[config.mk]
export PLATFORM = sky130hd
export DESIGN_NAME = lic_regs
export DESIGN_NICKNAME = d
export VERILOG_FILES = /design/src/hdl/lic_pkg.sv /design/src/hdl/lic_regs.sv
export VERILOG_INCLUDE_DIRS = /design/src /design/src/hdl
export SDC_FILE = /design/constraint.sdc
export NUM_CORES = 1
export LEC_CHECK = 0
export ABC_AREA = 1
export ABC_CLOCK_PERIOD_IN_PS = 4200
export BUFFER_PORTS_ARGS = -buffer_cell sky130_fd_sc_hd__buf_2
export CAP_MARGIN = 20
export CORE_MARGIN = 2
export CORE_UTILIZATION = 59
export CTS_CLUSTER_DIAMETER = 120
export DETAILED_ROUTE_END_ITERATION = 8
export PLACE_DENSITY = 0.87
export SLEW_MARGIN = 15
export SYNTH_ARGS = -nofsm -noshare
export SYNTH_HDL_FRONTEND = slang
export SYNTH_SLANG_ARGS = --single-unit
[constraint.sdc]
create_clock -name pclk -period 4.2 [get_ports pclk]
set_input_delay 0 -clock pclk [delete_from_list [all_inputs] [get_ports pclk]]
set_output_delay 0 -clock pclk [all_outputs]
set_load 0.1 [all_outputs]
[src/hdl/lic_consts.svh]
`ifndef LIC_CONSTS_SVH
`define LIC_CONSTS_SVH

// register indices; byte address is four times the index
`define LIC_IDX_HOOK_RING     8'h05
`define LIC_IDX_POWERDOWN     8'h06
`define LIC_IDX_SAMPLE_RATE   8'h07
`define LIC_IDX_RSVD_EIGHT    8'h08
`define LIC_IDX_RSVD_NINE     8'h09
`define LIC_IDX_LOOPBACK      8'h0a
`define LIC_IDX_IDENTITY      8'h0b
`define LIC_IDX_IRQ_STATUS    8'h20
`define LIC_IDX_IRQ_MASK      8'h21
`define LIC_IDX_SYS_CONTROL   8'h22

// hook_ring_control fields
`define LIC_BIT_RING_NEG      6
`define LIC_BIT_RING_POS      5
`define LIC_BIT_MONITOR       3
`define LIC_BIT_RING_IND      2
`define LIC_BIT_HOOK          0
// powerdown_control fields
`define LIC_BIT_LINE_PD       4
`define LIC_BIT_LOGIC_PD      3
// loopback_control field
`define LIC_BIT_LOOPBACK      0
// sys_control fields
`define LIC_BIT_WDOG_EN       0
`define LIC_BIT_SOFT_RESET    1
// interrupt bits
`define LIC_IRQ_RING_START    0
`define LIC_IRQ_RING_END      1
`define LIC_IRQ_WDOG          2
`define LIC_IRQ_W             3

// rate reset value and highest non-reserved rate code
`define LIC_RST_RATE          4'h1
`define LIC_RATE_MAX          4'h9

// timing
`define LIC_CLK_HZ            40000000
`define LIC_RING_HOLD_MS      5000
`define LIC_WDOG_MS           4096
`define LIC_RING_HOLD_CYC     (`LIC_RING_HOLD_MS * (`LIC_CLK_HZ / 1000))
`define LIC_WDOG_CYC          (`LIC_WDOG_MS * (`LIC_CLK_HZ / 1000))

`endif

[src/hdl/lic_pkg.sv]
package lic_pkg;
    typedef logic [7:0]  lic_byte_t;
    typedef logic [3:0]  lic_nib_t;
    typedef logic [27:0] lic_count_t;
endpackage

[src/hdl/lic_regs.sv]
`timescale 1ns/100ps
// Summary of operation
// - bit 6 of hook_ring_control reads 1 while a negative ring is present
// - bit 5 of hook_ring_control reads 1 while a positive ring is present
// - bit 3 set enters low-power on-hook monitoring for caller-ID; clear returns
// - bit 2 shows ringing; clears five seconds after last positive ring or off-hook
// - writing 1 to bit 0 goes off-hook; writing 0 keeps or returns on-hook
// - bit 4 of powerdown_control powers down the line-side chip; 0 is normal
// - bit 3 powers down the logic; only a soft reset restores operation
// - bits 3:0 of sample_rate_select pick the rate; codes above 1001 reserved; reset 0001
// - software writes zeros to reserved bits; reads of them are undefined
// - loopback bit 0 routes transmit samples to receive after the filters, in place of rx_sample
// - identity register returns line-side identity 7:4 and system revision 3:0
// - enabled watchdog forces on-hook after 4.096 s without a register write
`include "lic_consts.svh"

module lic_regs
    import lic_pkg::*;
#(
    parameter int          SAMPLE_W      = 16,
    parameter int unsigned RING_HOLD_CYC = `LIC_RING_HOLD_CYC,
    parameter int unsigned WDOG_CYC      = `LIC_WDOG_CYC,
    parameter lic_nib_t    LINE_ID       = 4'h3, // arbitrary value
    parameter lic_nib_t    SYS_REV       = 4'h1  // arbitrary value
) (
    input  wire logic                pclk,              // bus clock, 40 MHz
    input  wire logic                presetn,           // async reset, active low
    input  wire logic                clk_en,            // freezes all state when low
    input  wire logic                psel,              // apb select
    input  wire logic                penable,           // apb access phase
    input  wire logic                pwrite,            // apb direction
    input  wire logic [9:0]          paddr,             // apb byte address
    input  wire logic [31:0]         pwdata,            // apb write data
    output logic      [31:0]         prdata,            // apb read data
    output logic                     pready,            // apb ready
    output logic                     pslverr,           // apb error, unmapped address
    input  wire logic                ring_pos_pin,      // positive ring detector, async
    input  wire logic                ring_neg_pin,      // negative ring detector, async
    input  wire logic [SAMPLE_W-1:0] tx_sample,         // transmit sample, same clock
    input  wire logic [SAMPLE_W-1:0] rx_sample,         // receive sample from filters
    output logic      [SAMPLE_W-1:0] rx_sample_out,     // receive sample to system
    output logic                     hook_control,      // line side off-hook
    output logic                     onhook_monitor_enable, // caller-id monitor
    output logic                     lineside_powerdown,    // line-side chip off
    output logic                     logic_powerdown,       // logic powered down
    output logic      [3:0]          sample_rate_code,      // selected rate
    output logic                     irq                    // level interrupt
);

    // ------------------------------------------------------------
    // helpers
    // ------------------------------------------------------------
    function automatic logic hit(input logic [9:0] a, input lic_byte_t idx);
        hit = (a[1:0] == 2'b00) && (a[9:2] == idx);
    endfunction

    // ------------------------------------------------------------
    // pin synchronisers
    // ------------------------------------------------------------
    logic [1:0] pos_sync_q;
    logic [1:0] neg_sync_q;
    logic       ring_pos_s;
    logic       ring_neg_s;

    always_ff @(posedge pclk or negedge presetn) begin
        if (!presetn) begin
            pos_sync_q <= 2'b00;
            neg_sync_q <= 2'b00;
        end else if (clk_en) begin
            pos_sync_q <= {pos_sync_q[0], ring_pos_pin};
            neg_sync_q <= {neg_sync_q[0], ring_neg_pin};
        end
    end

    assign ring_pos_s = pos_sync_q[1];
    assign ring_neg_s = neg_sync_q[1];

    // ------------------------------------------------------------
    // bus decode
    // ------------------------------------------------------------
    logic setup;
    logic wr_en;
    logic mapped;
    logic soft_reset;

    assign setup  = psel && !penable && !pready;
    // writes take effect at the completing edge of the access phase
    assign wr_en  = psel && penable && pready && pwrite && !pslverr;
    assign mapped = hit(paddr, `LIC_IDX_HOOK_RING)   || hit(paddr, `LIC_IDX_POWERDOWN)
                 || hit(paddr, `LIC_IDX_SAMPLE_RATE) || hit(paddr, `LIC_IDX_RSVD_EIGHT)
                 || hit(paddr, `LIC_IDX_RSVD_NINE)   || hit(paddr, `LIC_IDX_LOOPBACK)
                 || hit(paddr, `LIC_IDX_IDENTITY)    || hit(paddr, `LIC_IDX_IRQ_STATUS)
                 || hit(paddr, `LIC_IDX_IRQ_MASK)    || hit(paddr, `LIC_IDX_SYS_CONTROL);
    assign soft_reset = wr_en && hit(paddr, `LIC_IDX_SYS_CONTROL)
                     && pwdata[`LIC_BIT_SOFT_RESET];

    // ------------------------------------------------------------
    // control registers
    // ------------------------------------------------------------
    logic     hook_q;
    logic     monitor_q;
    logic     line_pd_q;
    logic     logic_pd_q;
    lic_nib_t rate_q;
    logic     loop_q;
    logic     wdog_en_q;
    logic     wdog_fire;

    always_ff @(posedge pclk or negedge presetn) begin
        if (!presetn) begin
            hook_q    <= 1'b0;
            monitor_q <= 1'b0;
        end else if (clk_en) begin
            if (soft_reset) begin
                hook_q    <= 1'b0;
                monitor_q <= 1'b0;
            end else if (wr_en && hit(paddr, `LIC_IDX_HOOK_RING)) begin
                hook_q    <= pwdata[`LIC_BIT_HOOK];
                monitor_q <= pwdata[`LIC_BIT_MONITOR];
            end else if (wdog_fire) begin
                hook_q    <= 1'b0;
            end
        end
    end

    always_ff @(posedge pclk or negedge presetn) begin
        if (!presetn) begin
            line_pd_q  <= 1'b0;
            logic_pd_q <= 1'b0;
        end else if (clk_en) begin
            if (soft_reset) begin
                line_pd_q  <= 1'b0;
                logic_pd_q <= 1'b0;
            end else if (wr_en && hit(paddr, `LIC_IDX_POWERDOWN)) begin
                // clock generator must already be set up when this clears
                line_pd_q  <= pwdata[`LIC_BIT_LINE_PD];
                // a written zero does not wake the logic
                logic_pd_q <= logic_pd_q | pwdata[`LIC_BIT_LOGIC_PD];
            end
        end
    end

    always_ff @(posedge pclk or negedge presetn) begin
        if (!presetn) begin
            rate_q <= `LIC_RST_RATE;
            loop_q <= 1'b0;
        end else if (clk_en) begin
            if (soft_reset) begin
                rate_q <= `LIC_RST_RATE;
                loop_q <= 1'b0;
            end else if (wr_en && hit(paddr, `LIC_IDX_SAMPLE_RATE)) begin
                rate_q <= pwdata[3:0];
            end else if (wr_en && hit(paddr, `LIC_IDX_LOOPBACK)) begin
                loop_q <= pwdata[`LIC_BIT_LOOPBACK];
            end
        end
    end

    // the watchdog enable sticks until a hardware reset
    always_ff @(posedge pclk or negedge presetn) begin
        if (!presetn) begin
            wdog_en_q <= 1'b0;
        end else if (clk_en && wr_en && hit(paddr, `LIC_IDX_SYS_CONTROL)) begin
            wdog_en_q <= wdog_en_q | pwdata[`LIC_BIT_WDOG_EN];
        end
    end

    // ------------------------------------------------------------
    // watchdog
    // ------------------------------------------------------------
    lic_count_t wdog_cnt_q;

    assign wdog_fire = wdog_en_q && !wr_en && (wdog_cnt_q == lic_count_t'(WDOG_CYC - 1));

    always_ff @(posedge pclk or negedge presetn) begin
        if (!presetn) begin
            wdog_cnt_q <= '0;
        end else if (clk_en) begin
            if (!wdog_en_q || wr_en || wdog_fire) begin
                wdog_cnt_q <= '0;
            end else begin
                wdog_cnt_q <= wdog_cnt_q + lic_count_t'(1);
            end
        end
    end

    // ------------------------------------------------------------
    // ring indication
    // ------------------------------------------------------------
    logic       ring_ind_q;
    logic       ring_any_q;
    logic       off_hook_cmd;
    logic       ring_timeout;
    lic_count_t ring_cnt_q;

    assign off_hook_cmd = wr_en && hit(paddr, `LIC_IDX_HOOK_RING)
                       && pwdata[`LIC_BIT_HOOK] && !hook_q;
    assign ring_timeout = ring_ind_q && !ring_pos_s
                       && (ring_cnt_q == lic_count_t'(RING_HOLD_CYC - 1));

    always_ff @(posedge pclk or negedge presetn) begin
        if (!presetn) begin
            ring_cnt_q <= '0;
        end else if (clk_en) begin
            if (ring_pos_s || !ring_ind_q || ring_timeout) begin
                ring_cnt_q <= '0;
            end else begin
                ring_cnt_q <= ring_cnt_q + lic_count_t'(1);
            end
        end
    end

    // going off-hook clears the indication; a ring still present sets it again on the next cycle
    always_ff @(posedge pclk or negedge presetn) begin
        if (!presetn) begin
            ring_ind_q <= 1'b0;
            ring_any_q <= 1'b0;
        end else if (clk_en) begin
            ring_any_q <= ring_pos_s | ring_neg_s;
            if (off_hook_cmd || soft_reset || ring_timeout) begin
                ring_ind_q <= 1'b0;
            end else if (ring_pos_s || ring_neg_s) begin
                ring_ind_q <= 1'b1;
            end
        end
    end

    // ------------------------------------------------------------
    // interrupts
    // ------------------------------------------------------------
    logic [`LIC_IRQ_W-1:0] irq_st_q;
    logic [`LIC_IRQ_W-1:0] irq_mask_q;
    logic [`LIC_IRQ_W-1:0] irq_ev;
    logic [`LIC_IRQ_W-1:0] irq_clr;

    assign irq_ev = {wdog_fire, ring_timeout, (ring_pos_s | ring_neg_s) & ~ring_any_q};
    assign irq_clr = (wr_en && hit(paddr, `LIC_IDX_IRQ_STATUS))
                   ? pwdata[`LIC_IRQ_W-1:0] : '0;

    // a new event in the clearing cycle wins over the clear
    always_ff @(posedge pclk or negedge presetn) begin
        if (!presetn) begin
            irq_st_q <= '0;
        end else if (clk_en) begin
            irq_st_q <= (irq_st_q & ~irq_clr) | irq_ev;
        end
    end

    always_ff @(posedge pclk or negedge presetn) begin
        if (!presetn) begin
            irq_mask_q <= '0;
        end else if (clk_en && wr_en && hit(paddr, `LIC_IDX_IRQ_MASK)) begin
            irq_mask_q <= pwdata[`LIC_IRQ_W-1:0];
        end
    end

    always_ff @(posedge pclk or negedge presetn) begin
        if (!presetn) begin
            irq <= 1'b0;
        end else if (clk_en) begin
            irq <= |(((irq_st_q & ~irq_clr) | irq_ev) & irq_mask_q);
        end
    end

    // ------------------------------------------------------------
    // read mux and bus answer
    // ------------------------------------------------------------
    lic_byte_t rd_byte;

    // reserved bits and both reserved registers read zero; ring detector and
    // identity bits have no write path; interrupt status bits clear on a written 1
    always_comb begin
        rd_byte = '0;
        if (hit(paddr, `LIC_IDX_HOOK_RING)) begin
            rd_byte[`LIC_BIT_RING_NEG] = ring_neg_s;
            rd_byte[`LIC_BIT_RING_POS] = ring_pos_s;
            rd_byte[`LIC_BIT_MONITOR]  = monitor_q;
            rd_byte[`LIC_BIT_RING_IND] = ring_ind_q;
            rd_byte[`LIC_BIT_HOOK]     = hook_q;
        end else if (hit(paddr, `LIC_IDX_POWERDOWN)) begin
            rd_byte[`LIC_BIT_LINE_PD]  = line_pd_q;
            rd_byte[`LIC_BIT_LOGIC_PD] = logic_pd_q;
        end else if (hit(paddr, `LIC_IDX_SAMPLE_RATE)) begin
            rd_byte[3:0] = rate_q;
        end else if (hit(paddr, `LIC_IDX_LOOPBACK)) begin
            rd_byte[`LIC_BIT_LOOPBACK] = loop_q;
        end else if (hit(paddr, `LIC_IDX_IDENTITY)) begin
            rd_byte = {LINE_ID, SYS_REV};
        end else if (hit(paddr, `LIC_IDX_IRQ_STATUS)) begin
            rd_byte[`LIC_IRQ_W-1:0] = irq_st_q;
        end else if (hit(paddr, `LIC_IDX_IRQ_MASK)) begin
            rd_byte[`LIC_IRQ_W-1:0] = irq_mask_q;
        end else if (hit(paddr, `LIC_IDX_SYS_CONTROL)) begin
            rd_byte[`LIC_BIT_WDOG_EN] = wdog_en_q;
        end
    end

    // answer is prepared in the setup cycle, so every access has no wait
    always_ff @(posedge pclk or negedge presetn) begin
        if (!presetn) begin
            pready  <= 1'b0;
            pslverr <= 1'b0;
            prdata  <= '0;
        end else if (clk_en) begin
            pready  <= setup;
            pslverr <= setup && !mapped;
            if (setup && !pwrite) begin
                prdata <= {24'h00_0000, rd_byte};
            end
        end
    end

    // ------------------------------------------------------------
    // line-side control and data path
    // ------------------------------------------------------------
    always_ff @(posedge pclk or negedge presetn) begin
        if (!presetn) begin
            hook_control          <= 1'b0;
            onhook_monitor_enable <= 1'b0;
            lineside_powerdown    <= 1'b0;
            logic_powerdown       <= 1'b0;
            sample_rate_code      <= `LIC_RST_RATE;
        end else if (clk_en) begin
            hook_control          <= hook_q;
            onhook_monitor_enable <= monitor_q && !hook_q;
            lineside_powerdown    <= line_pd_q;
            logic_powerdown       <= logic_pd_q;
            sample_rate_code      <= rate_q;
        end
    end

    // samples stop moving while the logic is powered down
    always_ff @(posedge pclk or negedge presetn) begin
        if (!presetn) begin
            rx_sample_out <= '0;
        end else if (clk_en && !logic_pd_q) begin
            rx_sample_out <= loop_q ? tx_sample : rx_sample;
        end
    end

endmodule

## After elaboration in Yosys (flattened, before gate mapping)

Index checks and enable logic that the tools add are counted.

| word-level totals | value |
|---|---|
| logic and storage cells | 170 |
| register bits | 113 |

| operators by class | value |
|---|---|
| $add $sub $neg | 2 |
| equality and inequality tests | 13 |
| bitwise operators | 9 |
| muxes and demuxes | 43 |
| reduce and logical (&&, ||, !) cells | 78 |

Operators with widths:

| cell | count |
|---|---|
| adder 28 x 1 -> 28 bit, second input constant | 2 |
| equality test 28 bit, second input constant | 2 |
| two-way mux 28 bit | 2 |
| logical AND 1 bit | 36 |
| equality test 8 x 4 -> 1 bit, second input constant | 4 |
| two-way mux 3 bit | 9 |
| equality test 8 x 3 -> 1 bit, second input constant | 3 |
| equality test 8 x 6 -> 1 bit, second input constant | 3 |
| two-way mux 1 bit | 22 |
| logical OR 1 bit | 16 |
| two-way mux 16 bit | 1 |
| two-way mux 4 bit | 3 |
| AND reduction 2 bit | 6 |
| zero test 1 bit | 11 |
| two-way mux 2 bit | 5 |
| nonzero test 2 bit | 5 |
| AND 3 bit | 2 |
| two-way mux 5 bit | 1 |
| NOT 3 bit | 1 |
| OR 1 bit | 3 |
| OR 3 bit | 1 |
| AND reduction 3 bit | 1 |
| nonzero test 3 bit | 1 |
| OR reduction 3 bit | 1 |
| other kinds (4) | 4 |

## Longest topological paths before layout

| depth | value |
|---|---|
| depth in word-level cells | 14 |
| gate-level depth with buffers | 12 |
| gate-level depth less buffers | 12 |

## Worst setup path before layout

No wires, ideal clock.

| timing | value |
|---|---|
| kind | register to register |
| start point | register pready |
| end point | register rate_q[3] |
| arrival | 2,048 ps |
| clock period less this slack | 2,125 ps |
| library setup time | 76 ps |
| data required time | 4,124 ps |
| slack | 2,075 ps |
| stages on the path, launching flop included | 9 |
| cells stage by stage | dfrtp_1 -> nand2_1 -> nor3_4 -> and2_1 -> buf_2 -> nand4_4 -> nand2_2 -> nand3_1 -> o21ai_1 |

| on the way | value |
|---|---|
| longest elaborated chain between the ends | 7 |
| elaborated cells on any way between the ends | 9 |

RTL lines:

| element | line | source |
|---|---|---|
| start: declaration | lic_regs.sv:35 | `output logic pready,` |
| start signal: assignment | lic_regs.sv:305 | `pready <= setup;` |
| logical AND 1 bit * (3 in a row) | lic_regs.sv:88 | `assign wr_en = psel && penable && pready && pwrite && !pslverr;` |
| logical AND 1 bit (2 in a row) | lic_regs.sv:94 | `` assign soft_reset = wr_en && hit(paddr, `LIC_IDX_SYS_CONTROL) `` |
| nonzero test 2 bit (no source line) | n/a |  |
| AND reduction 2 bit (no source line) | n/a |  |
| end signal: assignment | lic_regs.sv:145 | `` rate_q <= `LIC_RST_RATE; `` |
| end signal: assignment | lic_regs.sv:149 | `` rate_q <= `LIC_RST_RATE; `` |
| end signal: assignment | lic_regs.sv:152 | `rate_q <= pwdata[3:0];` |
| end: declaration | lic_regs.sv:104 | `lic_nib_t rate_q;` |

Every way passes the cells marked *; elsewhere a longest branch is shown, timed or not.
A chain may end at the register's enable or synchronous reset.

## Final worst setup path

| timing | value |
|---|---|
| start point | register loop_q |
| end point | register rx_sample_out[11] |

| on the way | value |
|---|---|
| longest elaborated chain between the ends | 1 |

RTL lines:

| element | line | source |
|---|---|---|
| start: declaration | lic_regs.sv:105 | `logic loop_q;` |
| start signal: assignment | lic_regs.sv:154 | `` loop_q <= pwdata[`LIC_BIT_LOOPBACK]; `` |
| two-way mux 16 bit | lic_regs.sv:337 | `rx_sample_out <= loop_q ? tx_sample : rx_sample;` |
| end signal: assignment | lic_regs.sv:337 |  |
| end: declaration | lic_regs.sv:41 | `output logic [SAMPLE_W-1:0] rx_sample_out,` |

No other way between the ends.

==> reports/qor.yml <==
worst_setup_path:
  path_max_fanout: 18
  r2r_end: "rx_sample_out[11]"
  timing.rr.start: "loop_q"
  r2r_setup_slack_ns: 1.79
  r2r_cells: 4
  critical_path_arrival_ns: 2.70
  critPathLaunch: "loop_q"
  path_class: "reg2reg"
  crit_path_start_kind: "register"
  crit_required_ns: 4.49
  crit_path_end_kind: "register"
die:
  dieWidth_um: 108.1
  row_count: 38
  initial_core_util: 0.5977
  die_y_um: 108.1
  dieArea_um2: 11690
  fp.coreArea_um2: 10700
  io_pins: 141
synthesis:
  yosys.area_share.simple: 0.3499
  synth.area.top_cells: "dfrtp_1 43%, nand2_1 14%, nor2_1 7.6%"
  syn_area_um2: 6394
  synth_most_common_cell: "nand2_1"
  synth_area_leader_cell: "dfrtp_1"
  synth-async-reset-ratio: 1.000
  synth_common_cells: "245 x nand2_1, 129 x nor2_1, 110 x dfrtp_1, 86 x inv_1, 62 x nand3_1"
  synth_top_family_by_area: "simple AND/OR/NAND/NOR gates"
  ys_seq_elements: 112
  synth_top_area_frac: 0.4305
  synth_compound_area_frac: 0.09080
  yosys.area_share.xor_xnor: 0.01781
  netlist_instances: 882
  synthDistinctLibCells: 47
  synth_mux_area_frac: 0
  avgSynthCellArea_um2: 7.249
  yosys_warnings: 0
  yosys.area_share.adder: 0.003914
  synth-edff-count: 0
  synth-seq-area-share: 0.4387
  synth_ff_type: "dfrtp_1"
global_routing:
  grt_usage: 0.3091
  grtUsageMet3: 0.06389
  gr-usage-met2: 0.5274
  antenna_found_initial: 0
  gr-total-overflow: 0
  grt_pass1_vias: 6091
  grt_pass1_wl_um: 28750
  use_met1: 0.3931
  grt_busiest_layer: "met2"
  grt_max_degree: 75
drt:
  vias_per_cell: 5.611
  drc_errors: 0
  drt_pre_antenna_iters: 6
  drt_iter0_markers: 497
  wirelength_um: 17230
  num_vias: 6453
  routedWlPerCell_um: 14.99
  ant_nets: 0
timing:
  final.period_utilization: 0.5745
  holdWs_ns: 0.008822
  max_clock_freq_mhz: 414.4
  tns_ns: 0
  hold_violations: 0
  period_minus_slack_ns: 2.413
  slew_headroom: 0.3890
  skew_ns: 0.01367
  setup-violations-final: 0
  slew_viol_final: 0
  worst_pin_slew_ns: 0.9165
  rsz0062_at_grt: "false"
min_path:
  min_to: "prdata[2]"
  hold_path.startpoint: "pwrite"
  worst_hold_path_type: "in2reg"
  whs_path_depth: 3
finish:
  finalNonFillerCells: 1150
  drive_gt1_frac: 0.1277
  nNetsFinal: 1089
  syn2layout_area_growth_pct: 17.22
  n_antenna_cell: 0
clock_tree:
  cts_tree: "done"
  cts_resized: 0
  root_buffer: "clkbuf_8"
  cts_hold_buf: 42
  h-tree-depth: 3
  cts_made_buffers: 9
  clockBufferDepth: 2
  clk_pin_slew_ns: 0.13
  cts.sinks: 112
  clock_latency_ns: 0.40
  post-cts-setup-buffer-count: 0
power_and_ir_drop:
  p_leak_nw: 3.566
  ir_worst_vdd_mv: 0.2950
  fin_total_pwr_mw: 2.635
  powerDensity_nw_per_um2: 351.5
placed_design:
  place.gp.congestion: 0.9553
  dp_hpwl_um: 11270
  portBuffers: 88
  numPlacedInstances: 1092
status:
  status: "finished clean"
flow_run:
  cap_violations: 0
-- worst max-delay path by stage --
stage / end / slack, ns / depth (start not counted)
2_1_floorplan: rate_q[3] / 2.08 / 8
3_3_place_gp: wdog_cnt_q[10] / 2.06 / 10
3_5_place_dp: rx_sample_out[7] / 2.01 / 4
4_1_cts: rx_sample_out[2] / 1.86 / 4
5_1_grt: rx_sample_out[2] / 1.66 / 4
6_report: rx_sample_out[11] / 1.79 / 4
-- registers in the layout (all words and copies together) (netlist names), 2 cells and up --
signal	count
neg_sync_q	2
ring_cnt_q	28
irq_mask_q	3
wdog_cnt_q	28
sample_rate_code	4
pos_sync_q	2
irq_st_q	3
rate_q	4
prdata	7
rx_sample_out	16
-- worst max-delay path, stage by stage (launching register included) --
cell	delay, ns
dfrtp_1	0.75
clkinv_1	0.60
nand2_1	0.20
a31oi_1	0.12
dlygate4sd3_1	0.63
-- where the power goes --
group | total, mW | leakage, nW | switching, mW | internal, mW
combinational | 0.665 | 2.03 | 0.518 | 0.147
sequential | 1.25 | 1.42 | 0.0818 | 1.16
clock | 0.724 | 0.109 | 0.428 | 0.297
total | 2.63 | 3.57 | 1.03 | 1.61
-- through the flow --
step	util	setup slack (ns)	instance area, um2
after detailed placement	0.6398	2.015	6844
after global routing	0.7006	1.657	7495
after floorplan	-	2.075	6484
after global placement	0.6398	2.062	6844
final	0.7006	1.787	7495
after CTS	0.7001	1.857	7490
-- placed cells by master (no fill, tap or decap), types with 2 or more instances in the layout --
cell           Yosys  final
o22a_1             2      2
xor2_1             9      9
a22o_1             2      2
clkinv_8           0      2
o21ai_0           55     55
nand2_2            3      3
dlygate4sd3_1      0     42
nor3b_1            2      2
nor2_4             1      2
conb_1             1     25
buf_4             26      3
clkbuf_8           0      9
a211oi_1           2      2
nor4_1             3      3
o31ai_1            2      2
inv_6              1      2
dfrtp_1          110    110
clkinv_1           2      2
a31oi_1           19     19
xnor2_1            4      4
inv_8              0      2
and2_1             2      2
a21oi_1           11     11
nand3_1           62     62
nand3b_1           2      2
nor2_2             7      7
nand2_1          245    245
dfstp_2            2      2
nor3_1            24     24
buf_2              4     87
inv_1             86     86
nor2_1           129    128
inv_2              2      2
nand4_1           28     28
ha_1               2      2
and3_1             3      3
o211ai_1           4      4
-- logic make-up (layout without fill, tap and decap cells) --
| family | after synthesis | after routing |
|---|---|---|
| AND/OR/NAND/NOR | 516 | 516 |
| XOR/XNOR | 13 | 13 |
| other | 1 | 25 |
| adder cells (fa/ha/maj) | 2 | 2 |
| flip-flops | 112 | 112 |
| AO/OA/AOI/OAI | 102 | 102 |
| buffers and inverters | 136 | 240 |
-- layer usage --
metal | vias up | part of all wire
met1 | 2977 | 0.39
met3 | 62 | 0.080
met2 | 340 | 0.49
met5 | - | 0
met4 | 0 | 0.032
li1 | 3074 | -
-- cell type report --
| type | count | area (um2) |
|---|---|---|
| clock buffer | 9 | 123.9 |
| timing repair buffer | 132 | 878.3 |
| fill | 823 | 3203 |
| clock inverter | 7 | 101.3 |
| inverter | 92 | 352.8 |
| multi-input combinational | 658 | 3058 |
| tap | 140 | 175.2 |
| sequential | 112 | 2805 |
No activity file was read; power rests on OpenSTA's default activity.
